--- src/design/crc_scan_pkg.sv ---
// package of constants for the crc engine with program memory scanner
// ============================================================
// Overview of operation
// - word length field plus one sets shifts
// - augment zeros and bit order selectable
// - crc run bit starts the shifter
// - write high byte, low byte starts shift
// - scanner feeds flash words when crc ready
// - busy holds until accumulator result valid
// - enable clear resets engine, keeps registers
// - scan from start address to end address
// - enable or run clear aborts, sets invalid
// - scanner waits for crc ready first
// - end address stops scan, sets done flag
// - software clearing scan run ends scan, except in an unpaused burst
// - done flag on end address or bad address, sticky
// - burst mode stalls cpu until hardware end
// - concurrent mode stalls cpu per access
// - triggered mode starts on trigger rising edge
// - peek mode uses only idle cpu cycles
// - burst yield mode pauses on interrupt
// - non-yield mode keeps scanning through interrupt
package crc_scan_pkg;
    localparam int ADDR_W = 12;
    localparam int FA_W   = 21;
    // register byte offsets on the apb bus
    localparam logic [ADDR_W-1:0] OFS_CTRL   = 12'h000;
    localparam logic [ADDR_W-1:0] OFS_DATA   = 12'h004;
    localparam logic [ADDR_W-1:0] OFS_ACC    = 12'h008;
    localparam logic [ADDR_W-1:0] OFS_POLY   = 12'h00C;
    localparam logic [ADDR_W-1:0] OFS_SCAN   = 12'h010;
    localparam logic [ADDR_W-1:0] OFS_START  = 12'h014;
    localparam logic [ADDR_W-1:0] OFS_END    = 12'h018;
    localparam logic [ADDR_W-1:0] OFS_TRIG   = 12'h01C;
    localparam logic [ADDR_W-1:0] OFS_FLAGS  = 12'h020;
    // control register field positions
    localparam int C_EN = 0;
    localparam int C_RUN = 1;
    localparam int C_AUG = 2;
    localparam int C_ORD = 3;
    localparam int C_BUSY = 4;
    localparam int C_FULL = 5;
    localparam int C_WL = 8;
    localparam int C_PL = 12;
    // scan control field positions
    localparam int S_EN = 0;
    localparam int S_RUN = 1;
    localparam int S_INV = 2;
    localparam int S_YLD = 3;
    localparam int S_MODE = 4;
    // flag register field positions
    localparam int F_CRC_DONE = 0;
    localparam int F_SCAN_DONE = 1;
    localparam int F_SCAN_IE = 2;
    // scan modes
    localparam logic [1:0] MODE_CONC  = 2'h0;
    localparam logic [1:0] MODE_BURST = 2'h1;
    localparam logic [1:0] MODE_PEEK  = 2'h2;
    localparam logic [1:0] MODE_TRIG  = 2'h3;
    localparam logic [4:0] AUG_SHIFTS_ONE = 5'h01;
endpackage : crc_scan_pkg

--- src/design/crc_shifter.sv ---
// crc shift engine: one bit per clock from a holding word
`timescale 1ns/1ps
module crc_shifter (
    input  wire logic        core_clk,
    input  wire logic        rst_n,
    input  wire logic        clr,
    input  wire logic        run,
    input  wire logic [3:0]  word_len,
    input  wire logic [3:0]  poly_len,
    input  wire logic        aug,
    input  wire logic        lsb_first,
    input  wire logic [15:0] poly,
    input  wire logic        load,
    input  wire logic [15:0] word,
    input  wire logic        acc_wr,
    input  wire logic [15:0] acc_wdata,
    output logic [15:0]      acc,
    output logic             full,
    output logic             busy
);
    import crc_scan_pkg::*;
    typedef struct packed {
        logic [15:0] acc;
        logic [15:0] hold;
        logic        hold_v;
        logic [15:0] sh;
        logic [4:0]  cnt;
        logic        busy;
    } sh_state_type;
    sh_state_type q, d;
    logic [15:0] top_mask;
    logic        din;
    logic        fb;
    // shift one bit; augmented mode folds the data bit into the
    // feedback: same result as trailing zeros, without extra steps
    always_comb begin
        d = q;
        top_mask = 16'h0001 << poly_len;
        din = lsb_first ? q.sh[0] : q.sh[word_len];
        fb = ((q.acc & top_mask) != 16'h0000) ^ (aug && din);
        if (q.cnt != 5'h00) begin
            d.acc = ({q.acc[14:0], din && !aug}
                     ^ (fb ? (poly | 16'h0001) : 16'h0000))
                    & ((top_mask << 1) - 16'h0001);
            d.sh = lsb_first ? (q.sh >> 1) : (q.sh << 1);
            d.cnt = q.cnt - 5'h01;
        end else if (run && q.hold_v) begin
            d.sh = q.hold;
            d.hold_v = 1'b0;
            d.cnt = {1'b0, word_len} + AUG_SHIFTS_ONE;
        end
        if (load) begin
            d.hold = word;
            d.hold_v = 1'b1;
        end
        if (acc_wr) d.acc = acc_wdata;
        // busy covers queued and in-flight work
        d.busy = d.hold_v || (d.cnt != 5'h00);
        // disable wipes the engine but the visible accumulator stays
        if (clr) begin
            d = '0;
            d.acc = acc_wr ? acc_wdata : q.acc;
        end
    end
    always_ff @(posedge core_clk or negedge rst_n) begin
        if (!rst_n) q <= '0;
        else q <= d;
    end
    assign acc = q.acc;
    assign full = q.hold_v;
    assign busy = q.busy;
endmodule : crc_shifter

--- src/design/crc_memory_scanner.sv ---
// crc engine top with apb registers and flash memory scanner
//
// Added by the designer: the register offsets and the APB slave port.
`timescale 1ns/1ps
module crc_memory_scanner #(
    parameter int FA_WIDTH = 21
) (
    input  wire logic                          core_clk,
    input  wire logic                          rst_n,
    input  wire logic                          psel,
    input  wire logic                          penable,
    input  wire logic                          pwrite,
    input  wire logic [crc_scan_pkg::ADDR_W-1:0] paddr,
    input  wire logic [31:0]                   pwdata,
    output logic [31:0]                        prdata,
    output logic                               pready,
    output logic                               pslverr,
    input  wire logic [7:0]                    trig_in,
    input  wire logic                          irq_active,
    input  wire logic                          cpu_needs_flash,
    output logic                               flash_req,
    output logic [FA_WIDTH-1:0]                flash_addr,
    input  wire logic                          flash_ack,
    input  wire logic [15:0]                   flash_data,
    input  wire logic                          flash_bad_addr,
    output logic                               cpu_stall
);
    import crc_scan_pkg::*;
    typedef enum logic [1:0] {S_IDLE, S_WAIT, S_FETCH, S_LOAD} scan_st_type;
    typedef struct packed {
        logic [15:0]         ctrl;
        logic [15:0]         data;
        logic [15:0]         poly;
        logic [7:0]          scan;
        logic [FA_WIDTH-1:0] start_a;
        logic [FA_WIDTH-1:0] end_a;
        logic [FA_WIDTH-1:0] cur_a;
        logic [2:0]          trig_sel;
        logic [2:0]          flags;
        scan_st_type         st;
        logic                last;
        logic                trig_prev;
        logic                armed;
        logic [1:0]          trig_sync0;
        logic [1:0]          trig_sync1;
        logic                irq_s0;
        logic                irq_s1;
        logic                cpu_s0;
        logic                cpu_s1;
        logic [31:0]         prdata;
        logic                pready;
        logic                pslverr;
        logic                freq;
        logic                stall;
    } top_state_type;
    top_state_type q, d;
    logic [15:0] acc;
    logic        full;
    logic        busy;
    logic        wr_en;
    logic        rd_en;
    logic        load;
    logic [15:0] word;
    logic        acc_wr;
    logic        clr;
    logic        trig_now;
    logic        paused;
    logic        busy_prev_q;
    logic [1:0]  mode;
    logic        yield;

    // ========================================================
    // crc engine
    crc_shifter u_shifter (
        .core_clk  (core_clk),
        .rst_n     (rst_n),
        .clr       (clr),
        .run       (q.ctrl[C_RUN]),
        .word_len  (q.ctrl[C_WL +: 4]),
        .poly_len  (q.ctrl[C_PL +: 4]),
        .aug       (q.ctrl[C_AUG]),
        .lsb_first (q.ctrl[C_ORD]),
        .poly      (q.poly),
        .load      (load),
        .word      (word),
        .acc_wr    (acc_wr),
        .acc_wdata (pwdata[15:0]),
        .acc       (acc),
        .full      (full),
        .busy      (busy)
    );

    always_ff @(posedge core_clk or negedge rst_n) begin
        if (!rst_n) busy_prev_q <= 1'b0;
        else busy_prev_q <= busy;
    end

    // ========================================================
    // apb slave, registers and scanner
    always_comb begin
        d = q;
        mode = q.scan[S_MODE +: 2];
        yield = q.scan[S_YLD];
        // yielding to interrupts suspends all but peek
        paused = yield && q.irq_s1 && mode != MODE_PEEK;
        wr_en = psel && penable && pwrite && !q.pready;
        rd_en = psel && !penable;
        load = 1'b0;
        word = q.data;
        acc_wr = 1'b0;
        // two-flop synchronisers for pin-domain inputs
        d.trig_sync0 = {d.trig_sync0[0], 1'b0};
        d.trig_sync0[0] = trig_in[q.trig_sel];
        d.trig_sync1 = {q.trig_sync1[0], q.trig_sync0[0]};
        d.irq_s0 = irq_active;
        d.irq_s1 = q.irq_s0;
        d.cpu_s0 = cpu_needs_flash;
        d.cpu_s1 = q.cpu_s0;
        trig_now = q.trig_sync1[0] && !q.trig_sync1[1];
        // one-wait apb: access phase answered on its second cycle
        d.pready = psel && penable && !q.pready;
        d.pslverr = 1'b0;
        if (wr_en) begin
            unique case (paddr)
                OFS_CTRL: d.ctrl = {pwdata[15:6], 2'b00, pwdata[3:0]};
                OFS_DATA: begin
                    // high byte staged; low byte write launches word
                    d.data = pwdata[15:0];
                    load = pwdata[16] || !q.ctrl[C_RUN] ? 1'b0 : 1'b1;
                    word = pwdata[15:0];
                end
                OFS_ACC: acc_wr = 1'b1;
                OFS_POLY: d.poly = {pwdata[15:1], 1'b0};
                OFS_SCAN: begin
                    d.scan[S_EN] = pwdata[S_EN];
                    d.scan[S_YLD] = pwdata[S_YLD];
                    d.scan[S_MODE +: 2] = pwdata[S_MODE +: 2];
                    d.scan[S_INV] = q.scan[S_INV] && !pwdata[S_INV];
                    // software cannot stop an unpaused burst: cpu is stalled
                    if (!(q.st != S_IDLE && mode == MODE_BURST && !paused))
                        d.scan[S_RUN] = pwdata[S_RUN];
                end
                OFS_START: d.start_a = pwdata[FA_WIDTH-1:0];
                OFS_END: d.end_a = pwdata[FA_WIDTH-1:0];
                OFS_TRIG: d.trig_sel = pwdata[2:0];
                OFS_FLAGS: begin
                    d.flags[F_CRC_DONE] = q.flags[F_CRC_DONE] && !pwdata[0];
                    d.flags[F_SCAN_DONE] = q.flags[F_SCAN_DONE] && !pwdata[1];
                    d.flags[F_SCAN_IE] = pwdata[F_SCAN_IE];
                end
                default: d.pslverr = 1'b1;
            endcase
        end else if (psel && penable && !q.pready) begin
            unique case (paddr)
                OFS_CTRL: d.prdata = {16'h0000, q.ctrl[15:6], full, busy,
                                      q.ctrl[3:0]};
                OFS_DATA: d.prdata = {16'h0000, q.data};
                OFS_ACC: d.prdata = {16'h0000, acc};
                OFS_POLY: d.prdata = {16'h0000, q.poly};
                // a suspended scan reads as stopped until it resumes
                OFS_SCAN: d.prdata = {24'h000000, q.scan[7:S_INV],
                                      q.scan[S_RUN] && !paused,
                                      q.scan[S_EN]};
                OFS_START: d.prdata = 32'(q.cur_a);
                OFS_END: d.prdata = 32'(q.end_a);
                OFS_TRIG: d.prdata = {29'h00000000, q.trig_sel};
                OFS_FLAGS: d.prdata = {29'h00000000, q.flags};
                default: begin
                    d.prdata = 32'h00000000;
                    d.pslverr = 1'b1;
                end
            endcase
        end
        // crc done flag on busy fall; set beats clear
        if (busy_prev_q && !busy) d.flags[F_CRC_DONE] = 1'b1;
        d.freq = 1'b0;
        d.stall = 1'b0;
        unique case (q.st)
            S_IDLE: begin
                d.cur_a = d.start_a;
                d.armed = 1'b0;
                if (q.scan[S_RUN] && q.scan[S_EN])
                    d.st = S_WAIT;
            end
            S_WAIT: begin
                if (trig_now) d.armed = 1'b1;
                // each word only after crc can accept it
                if (!full && !paused && (mode != MODE_TRIG || q.armed
                                       || trig_now)) begin
                    d.armed = 1'b1;
                    if (mode != MODE_PEEK || !q.cpu_s1) begin
                        d.st = S_FETCH;
                        d.freq = 1'b1;
                        d.stall = mode != MODE_PEEK;
                    end
                end
                if (mode == MODE_BURST) d.stall = !paused;
            end
            S_FETCH: begin
                d.freq = 1'b1;
                d.stall = mode != MODE_PEEK;
                if (flash_ack) begin
                    d.freq = 1'b0;
                    d.data = flash_data;
                    d.last = flash_bad_addr || q.cur_a == q.end_a;
                    d.st = flash_bad_addr ? S_IDLE : S_LOAD;
                    if (flash_bad_addr) begin
                        d.scan[S_RUN] = 1'b0;
                        d.flags[F_SCAN_DONE] = 1'b1;
                    end
                end
            end
            S_LOAD: begin
                load = 1'b1;
                word = q.data;
                d.cur_a = q.cur_a + FA_WIDTH'(1);
                d.stall = mode == MODE_BURST;
                if (q.last) begin
                    d.st = S_IDLE;
                    d.scan[S_RUN] = 1'b0;
                    d.flags[F_SCAN_DONE] = 1'b1;
                end else d.st = S_WAIT;
            end
            default: d.st = S_IDLE;
        endcase
        // software stop ends scan without done flag
        if (!d.scan[S_RUN] && q.st != S_IDLE && q.st != S_FETCH) begin
            d.st = S_IDLE;
            d.freq = 1'b0;
            d.stall = 1'b0;
        end
        // abort on enable or crc run loss
        if (q.scan[S_RUN] && (!q.ctrl[C_EN] || !q.ctrl[C_RUN])) begin
            d.scan[S_RUN] = 1'b0;
            d.scan[S_INV] = 1'b1;
            d.st = S_IDLE;
            d.freq = 1'b0;
            d.stall = 1'b0;
        end
        // scanner disable clears only on its falling write, so manual
        // entry still works with the scanner switched off
        clr = !q.ctrl[C_EN]
              || (wr_en && paddr == OFS_SCAN && q.scan[S_EN]
                  && !pwdata[S_EN]);
        if (clr) begin
            d.st = S_IDLE;
            d.freq = 1'b0;
            d.stall = 1'b0;
            load = 1'b0;
        end
        d.prdata = (psel && penable && !q.pready) ? d.prdata : 32'h00000000;
    end

    always_ff @(posedge core_clk or negedge rst_n) begin
        if (!rst_n) q <= '0;
        else q <= d;
    end

    assign prdata = q.prdata;
    assign pready = q.pready;
    assign pslverr = q.pslverr;
    assign flash_req = q.freq;
    assign flash_addr = q.cur_a;
    assign cpu_stall = q.stall;

    // ========================================================
    // assertions
    property p_abort;
        @(posedge core_clk) disable iff (!rst_n)
        (q.scan[S_RUN] && !q.ctrl[C_RUN]) |=> (!q.scan[S_RUN] && q.scan[S_INV]);
    endproperty
    a_abort: assert property (p_abort) else $error("abort missed");
    property p_idle_no_req;
        @(posedge core_clk) disable iff (!rst_n)
        (q.st == S_IDLE) |-> !flash_req;
    endproperty
    a_idle_no_req: assert property (p_idle_no_req)
        else $error("flash access while idle");
    property p_done;
        @(posedge core_clk) disable iff (!rst_n)
        (q.st == S_LOAD && q.last && !clr && q.ctrl[C_RUN])
            |=> (q.flags[F_SCAN_DONE] && !q.scan[S_RUN]);
    endproperty
    a_done: assert property (p_done) else $error("no done flag");
    property p_done_sticky;
        @(posedge core_clk) disable iff (!rst_n)
        (q.flags[F_SCAN_DONE] && !(wr_en && paddr == OFS_FLAGS))
            |=> q.flags[F_SCAN_DONE];
    endproperty
    a_done_sticky: assert property (p_done_sticky)
        else $error("done flag lost");
    property p_wait_full;
        @(posedge core_clk) disable iff (!rst_n)
        (q.st == S_WAIT && full) |=> (q.st != S_FETCH);
    endproperty
    a_wait_full: assert property (p_wait_full)
        else $error("fetch while crc full");
    property p_peek;
        @(posedge core_clk) disable iff (!rst_n)
        (mode == MODE_PEEK) |-> !cpu_stall;
    endproperty
    a_peek: assert property (p_peek) else $error("peek stalled cpu");
    property p_clr;
        @(posedge core_clk) disable iff (!rst_n)
        $fell(q.scan[S_EN]) |-> (q.st == S_IDLE && !full);
    endproperty
    a_clr: assert property (p_clr) else $error("disable left state");
    property p_burst_stall;
        @(posedge core_clk) disable iff (!rst_n)
        (q.st == S_WAIT && mode == MODE_BURST && !paused && !clr
            && q.scan[S_RUN] && q.ctrl[C_RUN] && q.ctrl[C_EN])
            |=> cpu_stall;
    endproperty
    a_burst_stall: assert property (p_burst_stall)
        else $error("burst not stalling");
    c_scan_done: cover property (@(posedge core_clk) $rose(q.flags[F_SCAN_DONE]));
    c_abort: cover property (@(posedge core_clk) $rose(q.scan[S_INV]));
    c_busy_fall: cover property (@(posedge core_clk) $fell(busy));
endmodule : crc_memory_scanner

--- config.mk ---
export PLATFORM = sky130hd
export DESIGN_NAME = crc_memory_scanner
export DESIGN_NICKNAME = d
export VERILOG_FILES = /design/src/design/crc_scan_pkg.sv /design/src/design/crc_shifter.sv /design/src/design/crc_memory_scanner.sv
export SDC_FILE = /design/constraint.sdc
export NUM_CORES = 1
export LEC_CHECK = 0
export ABC_AREA = 1
export BUFFER_PORTS_ARGS = -buffer_cell sky130_fd_sc_hd__buf_4
export CAP_MARGIN = 20
export CELL_PAD_IN_SITES_DETAIL_PLACEMENT = 0
export CELL_PAD_IN_SITES_GLOBAL_PLACEMENT = 1
export CORE_ASPECT_RATIO = 1.5
export CORE_UTILIZATION = 47
export CTS_CLUSTER_SIZE = 14
export DETAILED_ROUTE_END_ITERATION = 10
export HOLD_SLACK_MARGIN = 0.05
export PLACE_DENSITY = 0.87
export SYNTH_ARGS = -nofsm -noshare
export SYNTH_HDL_FRONTEND = slang
export SYNTH_SLANG_ARGS = --single-unit
--- constraint.sdc ---
create_clock -name core_clk -period 6.79 [get_ports core_clk]
set_clock_uncertainty 0.1 [all_clocks]
set_input_delay 1.0185 -clock core_clk [delete_from_list [all_inputs] [get_ports core_clk]]
set_output_delay 1.0185 -clock core_clk [all_outputs]
set_load 0.005 [all_outputs]
* Word-level counts from Yosys, hierarchy flattened
Cells that the tools add are included.
** Word-level totals
- Bits in registers :: 223
- Input port bits :: 77
- Output and inout port bits :: 57
** Cells by class
- Reduce and logical (&&, ||, !) cells :: 75
- Bitwise operators :: 4
- Add/sub/neg operators :: 4
- Equality and inequality tests :: 23
- Magnitude comparators :: 2
- Shift-type cells :: 1
- Mux-type cells :: 75
** Operators with widths (count)
- $pmux 21 s9 :: 1
- $mux 16 :: 11
- $mux 32 :: 3
- $mux 21 :: 3
- $mux 55 :: 1
- $eq 12x5->1 const B :: 4
- $mux 45 :: 1
- $pmux 21 s2 :: 1
- $and 16x16->16 :: 2
- $mux 2 :: 15
- $mux 1 :: 27
- $logic_and 1x1->1 :: 26
- $eq 12x4->1 const B :: 2
- $mux 22 :: 1
- $reduce_and 2->1 :: 11
- $add 21x1->21 const B :: 1
- $eq 21x21->1 :: 1
- $ne 5x5->1 const B :: 4
- $reduce_bool 2->1 :: 9
- $mux 17 :: 1
- $reduce_bool 16->1 :: 1
- $shl 1x4->16 const A :: 1
- $sub 16x1->16 const B :: 1
- $xor 16x16->16 :: 1
- 26 further kinds :: 55

* Longest topological paths before layout
Gate-level depths: netlist of the first run.
- Depth after elaboration :: 16
- Mapped depth :: 17

* Hierarchy
Synthesis of the first run repeated with hierarchy kept, for this count alone.
** Second synthesis, totals
- Cell total of the unflattened synthesis :: 1816
- Area, all modules :: 13025.0 um2
** By module, submodules not included
- crc_memory_scanner :: area an instance 9243.9 um2, cells each 1270, times used 1
- crc_shifter :: area an instance 3781.1 um2, cells each 546, times used 1

* Worst setup path before layout of the first run
OpenSTA, ideal clock, no wires.
- Path type :: input to register
- From :: input port paddr[1] in the netlist's numbering
- To :: register u_shifter.q (netlist bit u_shifter.acc[10])
- Slack :: 4102 ps
- Stages on the path :: 12
- Data arrival time :: 2466 ps
- Library setup time :: 122 ps
- Path buffers :: 1
- Cell sequence :: or2_4 nor3_4 nand2_2 nor2_4 inv_2 nor2_4 a21oi_4 a21oi_4 inv_2 buf_6 nor2_1 a21oi_1
** Between the ends
- Word-level cells in the longest chain between the ends :: 7
- Elaborated cells between the ends (all ways) :: 13
** Ends and longest elaborated chain
- start, declared :: line crc_memory_scanner.sv:13 : input wire logic [crc_scan_pkg::ADDR_W-1:0] paddr,
- $eq 12x5->1 :: line crc_memory_scanner.sv:243 : || (wr_en && paddr == OFS_SCAN && q.scan[S_EN]
- $logic_and 1x1->1 (2 in series) :: line crc_memory_scanner.sv:243
- $logic_and 1x1->1 :: line crc_memory_scanner.sv:244 : && !pwdata[S_EN]);
- $logic_or 1x1->1 :: line crc_memory_scanner.sv:243
- $ne 2x1->1 (no source line)
- $reduce_and 2->1 (no source line)
- end signal, assigned :: line crc_shifter.sv:66 : if (!rst_n) q <= '0;
- end signal, assigned :: line crc_shifter.sv:67 : else q <= d;
- end, declared :: line crc_shifter.sv:30 : sh_state_type q, d;
Several ways; a longest one is shown, not always the timed one.
A chain may end at the register's enable or synchronous reset.

* Worst setup path in the final report of the first run
- From :: register q[161] in the netlist's numbering
- To :: register u_shifter.q (netlist bit u_shifter.acc[10])
** Between the ends
- Word-level cells in the longest chain between the ends :: 9
** Ends and longest elaborated chain
- start, declared :: line crc_memory_scanner.sv:56 : top_state_type q, d;
- start signal, assigned :: line crc_memory_scanner.sv:255 : if (!rst_n) q <= '0;
- start signal, assigned :: line crc_memory_scanner.sv:256 : else q <= d;
- $mux 1 :: line crc_shifter.sv:39 : din = lsb_first ? q.sh[0] : q.sh[word_len];
- $logic_and 1x1->1 :: line crc_shifter.sv:40 : fb = ((q.acc & top_mask) != 16'h0000) ^ (aug && din);
- $xor 1x1->1 :: line crc_shifter.sv:40
- $mux 16 :: line crc_shifter.sv:43 : ^ (fb ? (poly | 16'h0001) : 16'h0000))
- $xor 16x16->16 :: line crc_shifter.sv:43
- $and 16x16->16 :: line crc_shifter.sv:44 : & ((top_mask << 1) - 16'h0001);
- $mux 16 :: line crc_shifter.sv:41 : if (q.cnt != 5'h00) begin
- $mux 16 :: line crc_shifter.sv:56 : if (acc_wr) d.acc = acc_wdata;
- $mux 55 :: line crc_shifter.sv:60 : if (clr) begin
No other way between the ends. The select of a mux whose other input is x is not followed.

==> qor.yml, run 1 <==
power_and_ir_drop:
  cellPowerDensity_nw_per_um2: 203
  fin_total_pwr_uw: 2730
  p_leak_uw: 0.00610
  irDropWorstVdd_v: 0.000171
flow_run:
  max-cap-violations: 0
setup_path:
  cp_max_fo: 30
  slowest_stage: "dfrtp_1"
  cp_cell_sequence: "clkinv_1, or2_2, nand3_1, nand2_1, nand3_1, nand2_1, nand2_1, nand2_1, a21oi_1"
  endpoint_kind: "flop"
  path_delay_family: "simple AND/OR/NAND/NOR gates"
  crit_required_ns: 7.14
  startpoint_type: "flop"
  crit_buf_inv: 1
  cp.arrival_ns: 3.76
  rrSetupSlack_ns: 3.38
  crit_top_cell: "nand2_1"
  worstSetupPathType: "reg -> reg"
  critPathMaxStageDelay_ns: 0.73
placed_design:
  routabilityCongestion: 0.924
  dp_hpwl_um: 27300
  io_buffer_count: 111
  place_area_um2: 12600
  dp_cells: 1923
clock_network:
  clockBufferDepth: 3
  clk_latency_ns: 0.52
  cts_buffers: 23
  htreeDepth: 1
  clockRootBuffer: "clkbuf_16"
  tritoncts: "yes"
  clock-sinks: 212
  hold_buffers: 0
  cts_resized: 0
  clkTransAtPathRegs_ns: 0.07
  post_cts_buffers: 0
timing:
  finalSetupViolCount: 0
  period_share_pct: 50.2
  maxSlewHeadroom_pct: 28.4
  hold_viol: 0
  layout_min_cycle_time_ns: 3.41
  worstMarginPinSlew_ns: 1.07
  final_max_slew_viol_count: 0
  fmax_mhz: 294
  rsz0062_at_grt: "no"
  tns_ns: 0
final_layout:
  drive_above_1_share_pct: 12.3
  n_fill_cell: 2494
  instances_no_fill: 1965
  antenna_cells: 0
  nets: 1706
  syn2layout_area_growth_pct: 12.7
  stdcell_area_um2: 13500
logic_synthesis:
  yosys_warnings: 0
  ys_types: 45
  synthArstFlopShare_pct: 100
  synth-seq-area-share_pct: 44.4
  synth_area_per_cell_um2: 7.52
  netlist_area_um2: 11900
  synth_edf_count: 0
  synth-seq-cells: 212
  synth_area_leaders: "dfrtp_1 44%, nand2_1 13%, o21ai_0 8.8%, nand3_1 5.0%, inv_1 4.3%"
  synth_top_area_cell: "dfrtp_1"
  synthCells: 1589
  yosys_most_used_dff: "dfrtp_1"
  synth_top_area_share_pct: 44.4
routing:
  drt_pre_antenna_iters: 6
  vias: 10900
  drtAntennaViolNets: 0
  drc_errors: 0
  drtIter0Drc: 935
  wirelength_um: 38000
  wire_per_inst_um: 19.3
  vias_per_cell: 5.54
status:
  status: "finished clean"
floorplanning:
  io_pins: 134
  rows: 71
  die_h_um: 197
  die_w_um: 132
  start_util_pct: 47.7
  core_um2: 25100
  die_area_um2: 26100
grt:
  grt_antenna_before_repair: 0
  grt_usage_pct: 30.1
  grt_pass1_vias: 10800
  grt_overflow: 0
  grtUsageMet3_pct: 3.52
  grt_pass1_wl_um: 60100
  busiest_layer: "met2"
  use_met2_pct: 51.3
  grt_max_degree: 76
  grt_use_met1_pct: 36.3
worst_hold_path:
  hp-class: "reg -> reg"
sequential cells by signal (all words and copies together), names as in the netlist:
signal and flops:
pready 1, d 4, prdata 21, u_shifter.acc 16
q 104, flash_req 1, cpu_stall 1, mode 2
u_shifter.full 1, u_shifter.q 37, pslverr 1, busy_prev_q 1
flash_addr 21, u_shifter.busy 1
cells in the final DEF, fill, tap and decap left out, drive strengths merged, types with 3 or more instances in the layout:
master,count
nand2,402
o21ai,243
dfrtp,212
inv,155
buf,123
nand3,120
nor2,104
a21oi,52
xor2,31
clkbuf,28
nor3,26
nand4,21
o22ai,17
o211ai,15
clkinv,12
conb,11
xnor2,8
ha,8
a31oi,7
a221oi,6
nor4,5
a22oi,4
bufinv,4
o221ai,3
a211oi,3
or2,3
cell type report:
class	instances	area [um^2]	share of cell area, %
Clock inverter	13	178	1.32
Inverter	160	601	4.46
Timing Repair Buffer	123	958	7.12
Clock buffer	28	634	4.71
Sequential cell	212	5310	39.4
Multi-Input combinational cell	1101	5370	39.9
Tap cell	328	410	3.05
per-stage QoR:
step,utilization [%],hold slack (ns),setup slack (ns)
after floorplan,-,0.231,4.10
after global placement,50.3,0.236,2.95
after detailed placement,50.4,0.235,2.93
after CTS,53.6,0.253,3.44
after global routing,53.7,0.258,3.05
final,53.7,0.251,3.38
Yosys cell counts, types with 3 or more instances:
| cell type | count |
|---|---|
| nand2_1 | 400 |
| dfrtp_1 | 212 |
| o21ai_0 | 211 |
| inv_1 | 137 |
| nand3_1 | 120 |
| nor2_1 | 93 |
| buf_4 | 55 |
| a21oi_1 | 50 |
| clkbuf_1 | 50 |
| o21ai_1 | 32 |
| xor2_1 | 31 |
| nor3_1 | 23 |
| nand4_1 | 21 |
| buf_2 | 18 |
| o22ai_1 | 17 |
| inv_2 | 16 |
| o211ai_1 | 15 |
| ha_1 | 8 |
| xnor2_1 | 8 |
| a31oi_1 | 7 |
| clkinv_1 | 7 |
| nor2_2 | 7 |
| a221oi_1 | 6 |
| nor4_1 | 5 |
| a22oi_1 | 4 |
| nor2_4 | 4 |
| a211oi_1 | 3 |
| o221ai_1 | 3 |
per-layer routing:
metal	wire (um)	vias to the layer above
met5	0	-
met4	2540	0
met3	2160	113
met2	18400	417
met1	14800	5099
li1	-	5256
path summary, 6_finish.rpt:
kind | startpoint | endpoint | depth (start not counted)
setup / recovery | q[161] | u_shifter.acc[10] | 9
hold / removal | d[40] | d[41] | 0
setup reg to reg | q[161] | u_shifter.acc[10] | 9
hold reg to reg | d[40] | d[41] | 0
max in group asynchronous | rst_n | q[36] | 2
min in group asynchronous | rst_n | prdata[17] | 1
cells by family after synthesis:
| kind of cell | share of synthesized area [%] |
|---|---|
| simple gates | 24.3 |
| compound gates | 16.5 |
| buf+inv | 11.0 |
| flops | 44.4 |
| xor+xnor | 2.86 |
| fa+ha+maj | 0.838 |
| other cells | 0.0314 |
| mux | 0.0838 |
power breakdown:
group | leakage (uW) | internal, uW | switching (uW)
registers | 0.00291 | 1270 | 2.46
logic | 0.00279 | 31.1 | 63.5
clock network | 0.000399 | 819 | 548
total | 0.00610 | 2120 | 614
worst reg2reg max path, stage by stage (launching register included):
cell and delay (ns):
dfrtp_1 0.73, clkinv_1 0.72, or2_2 0.55, nand3_1 0.09, nand2_1 0.54, nand3_1 0.24
nand2_1 0.08, nand2_1 0.08, nand2_1 0.07, a21oi_1 0.13
(Power assumes the default switching activity.)
==> run 2: changes to the inputs <==
- CORE_UTILIZATION: 47 -> 44
- PLACE_DENSITY: 0.87 -> 0.82
- clock period: 6.79 -> 3.51 ns (I/O delays scaled with it)
==> run 2 against run 1 <==
  * Final cell count is 1.4% higher
  * Routed wire length is 0.99% higher
  * Register-to-register slack worse by 2.6 ns
  * Power is 95% higher
  * Non-clock buffer count is 19 higher
  * Die area is 6.7% higher
  * Worst hold slack worse by 0.14 ns
  * Setup slack worse by 2.6 ns
  * Clock-buffer cell count is 4 higher
  * Critical endpoint is now u_shifter.acc[6]
==> qor.yml, run 2 (synthesis results as in run 1) <==
clock_network:
  htreeDepth: 1
  cts_resized: 0
  cts_buffers: 23
  clockBufferDepth: 3
  clockRootBuffer: "clkbuf_16"
  clock-sinks: 212
  clkTransAtPathRegs_ns: 0.07
  tritoncts: "yes"
  clk_latency_ns: 0.52
  post_cts_buffers: 0
placed_design:
  routabilityCongestion: 0.911
  dp_cells: 1949
  dp_hpwl_um: 28300
  place_area_um2: 12800
  io_buffer_count: 111
flow_run:
  max-cap-violations: 0
power_and_ir_drop:
  p_clk_share_pct: 50.4
  cellPowerDensity_nw_per_um2: 391
  fin_total_pwr_uw: 5340
  switching_share_pct: 22.0
  power_frac_comb_pct: 3.6
  irDropWorstVdd_v: 0.000456
  p_sw_uw: 1170
  power_frac_seq_pct: 46.0
  p_leak_uw: 0.00620
  intPower_uw: 4160
final_layout:
  nets: 1725
  largest_register_ffs: 104
  antenna_cells: 0
  n_fill_cell: 2632
  syn2layout_area_growth_pct: 14.3
  stdcell_area_um2: 13700
  instances_no_fill: 1993
  drive_above_1_share_pct: 13.1
  regMostFlops: "q"
  final_cell_mix: "400 x nand2_1, 212 x dfrtp_1, 211 x o21ai_0, 137 x inv_1, 135 x buf_4"
  final_common_cell: "nand2_1"
  biggestRegsByFlops: "q: 104 flops, u_shifter.q: 37 flops"
grt:
  grt_overflow: 0
  grt_max_degree: 102
  grt_pass1_vias: 10500
  grt_antenna_before_repair: 0
  grt_usage_pct: 28.5
  grt_pass1_wl_um: 60100
routing:
  vias: 11000
  drt_pre_antenna_iters: 5
  drtAntennaViolNets: 0
  wire_per_inst_um: 19.2
  wirelength_um: 38400
  vias_per_cell: 5.52
  drc_errors: 0
  drtIter0Drc: 826
floorplanning:
  die_h_um: 204
  core_um2: 26600
  rows: 73
  io_pins: 134
  die_area_um2: 27800
  start_util_pct: 44.9
  die_w_um: 137
setup_path:
  reg2reg_from: "q[170]"
  cp_max_fo: 17
  reg2reg_to: "u_shifter.acc[6]"
  r2r_cells: 15
  slowest_stage: "dfrtp_1"
  crit_top_cell: "nand2_1"
  critPathMaxStageDelay_ns: 0.43
  cp.arrival_ns: 3.03
  startpoint_type: "flop"
  endpoint_kind: "flop"
  rrSetupSlack_ns: 0.82
  crit_required_ns: 3.85
  cp_cell_sequence: "inv_1, nor2_1, nand3_1, nand2_1, clkinv_1, nand2_1, nor2_1, nand2_2, inv_2, nand2_1, buf_4, nand3_1, nand2_1, nand3_1, a21oi_1"
  worstSetupPathType: "reg -> reg"
timing:
  hold_viol: 0
  fmax_mhz: 372
  final_max_slew_viol_count: 0
  worstMarginPinSlew_ns: 0.885
  rsz0062_at_grt: "no"
  layout_min_cycle_time_ns: 2.69
  period_share_pct: 76.7
  tns_ns: 0
  finalSetupViolCount: 0
  maxSlewHeadroom_pct: 40.9
status:
  status: "finished clean"
worst_hold_path:
  min_from: "flash_data[2]"
  hp-class: "in -> reg"
  min_to: "q[144]"
  hold_path_depth: 3
## run 2: cell types whose count changed in the layout (fill, tap and decap cells not counted), sizes merged
cell	previous run	this run
buf	123	139
clkbuf	28	32
clkinv	12	9
dlygate4sd3	0	3
inv	155	154
## run 2: critical path, delay by kind of cell, from the launching register on
kind,cells,cell delay [ns]
and+or+nand+nor,10,1.40
buffers and inverters,4,0.53
DFF,1,0.43
AOI/OAI and AO/OA,1,0.12
## run 2: power by group through the flow
stage / Clock, uW / Combinational, uW / Sequential, uW
after floorplan: 0 / 44.1 / 2500
after global placement: 0 / 191 / 2500
after detailed placement: 0 / 193 / 2500
after CTS: 2720 / 196 / 2460
after global routing: 2820 / 211 / 2450
final: 2690 / 192 / 2460
## run 2: layout make-up
type | instances | area (um^2) | share of cell area, %
multi-input combinational | 1101 | 5370 | 39.3
sequential | 212 | 5310 | 38.9
timing repair buffer | 142 | 1120 | 8.19
clock buffer | 32 | 679 | 4.98
inverter | 160 | 601 | 4.40
tap | 337 | 422 | 3.09
clock inverter | 9 | 154 | 1.13
## run 2: per-layer routing
metal,part of all wire (%),wire [um],vias to the layer above,global-route usage [%]
met3,5.0,1910,90,2.88
met2,51,19600,374,50.0
met1,39,15000,5260,34.8
met4,4.8,1830,0,12.9
li1,-,-,5273,-
met5,0,0,-,0
## run 2: through the flow
stage               setup slack, ns  utilization [%]  hold WS (ns)
floorplan                      1.31                -         0.131
global placement              0.745             48.1         0.240
detailed placement            0.693             48.1         0.243
CTS                           0.850             51.4         0.106
global route                  0.497             51.4         0.127
finish                        0.819             51.4         0.116
## run 2: what timing repair did
action,in CTS,in global routing
setup endpoints to repair,0,0
endpoints found under the hold margin,99,0
hold buffers,3,0
## run 2: worst max path at each step
stage,startpoint,end,cells past startpoint
after floorplan,paddr[1],u_shifter.acc[8],12
after global placement,psel,u_shifter.acc[14],13
after detailed placement,psel,u_shifter.acc[14],13
after CTS,q[166],u_shifter.acc[7],14
after global routing,q[171],u_shifter.acc[6],15
final,q[170],u_shifter.acc[6],15
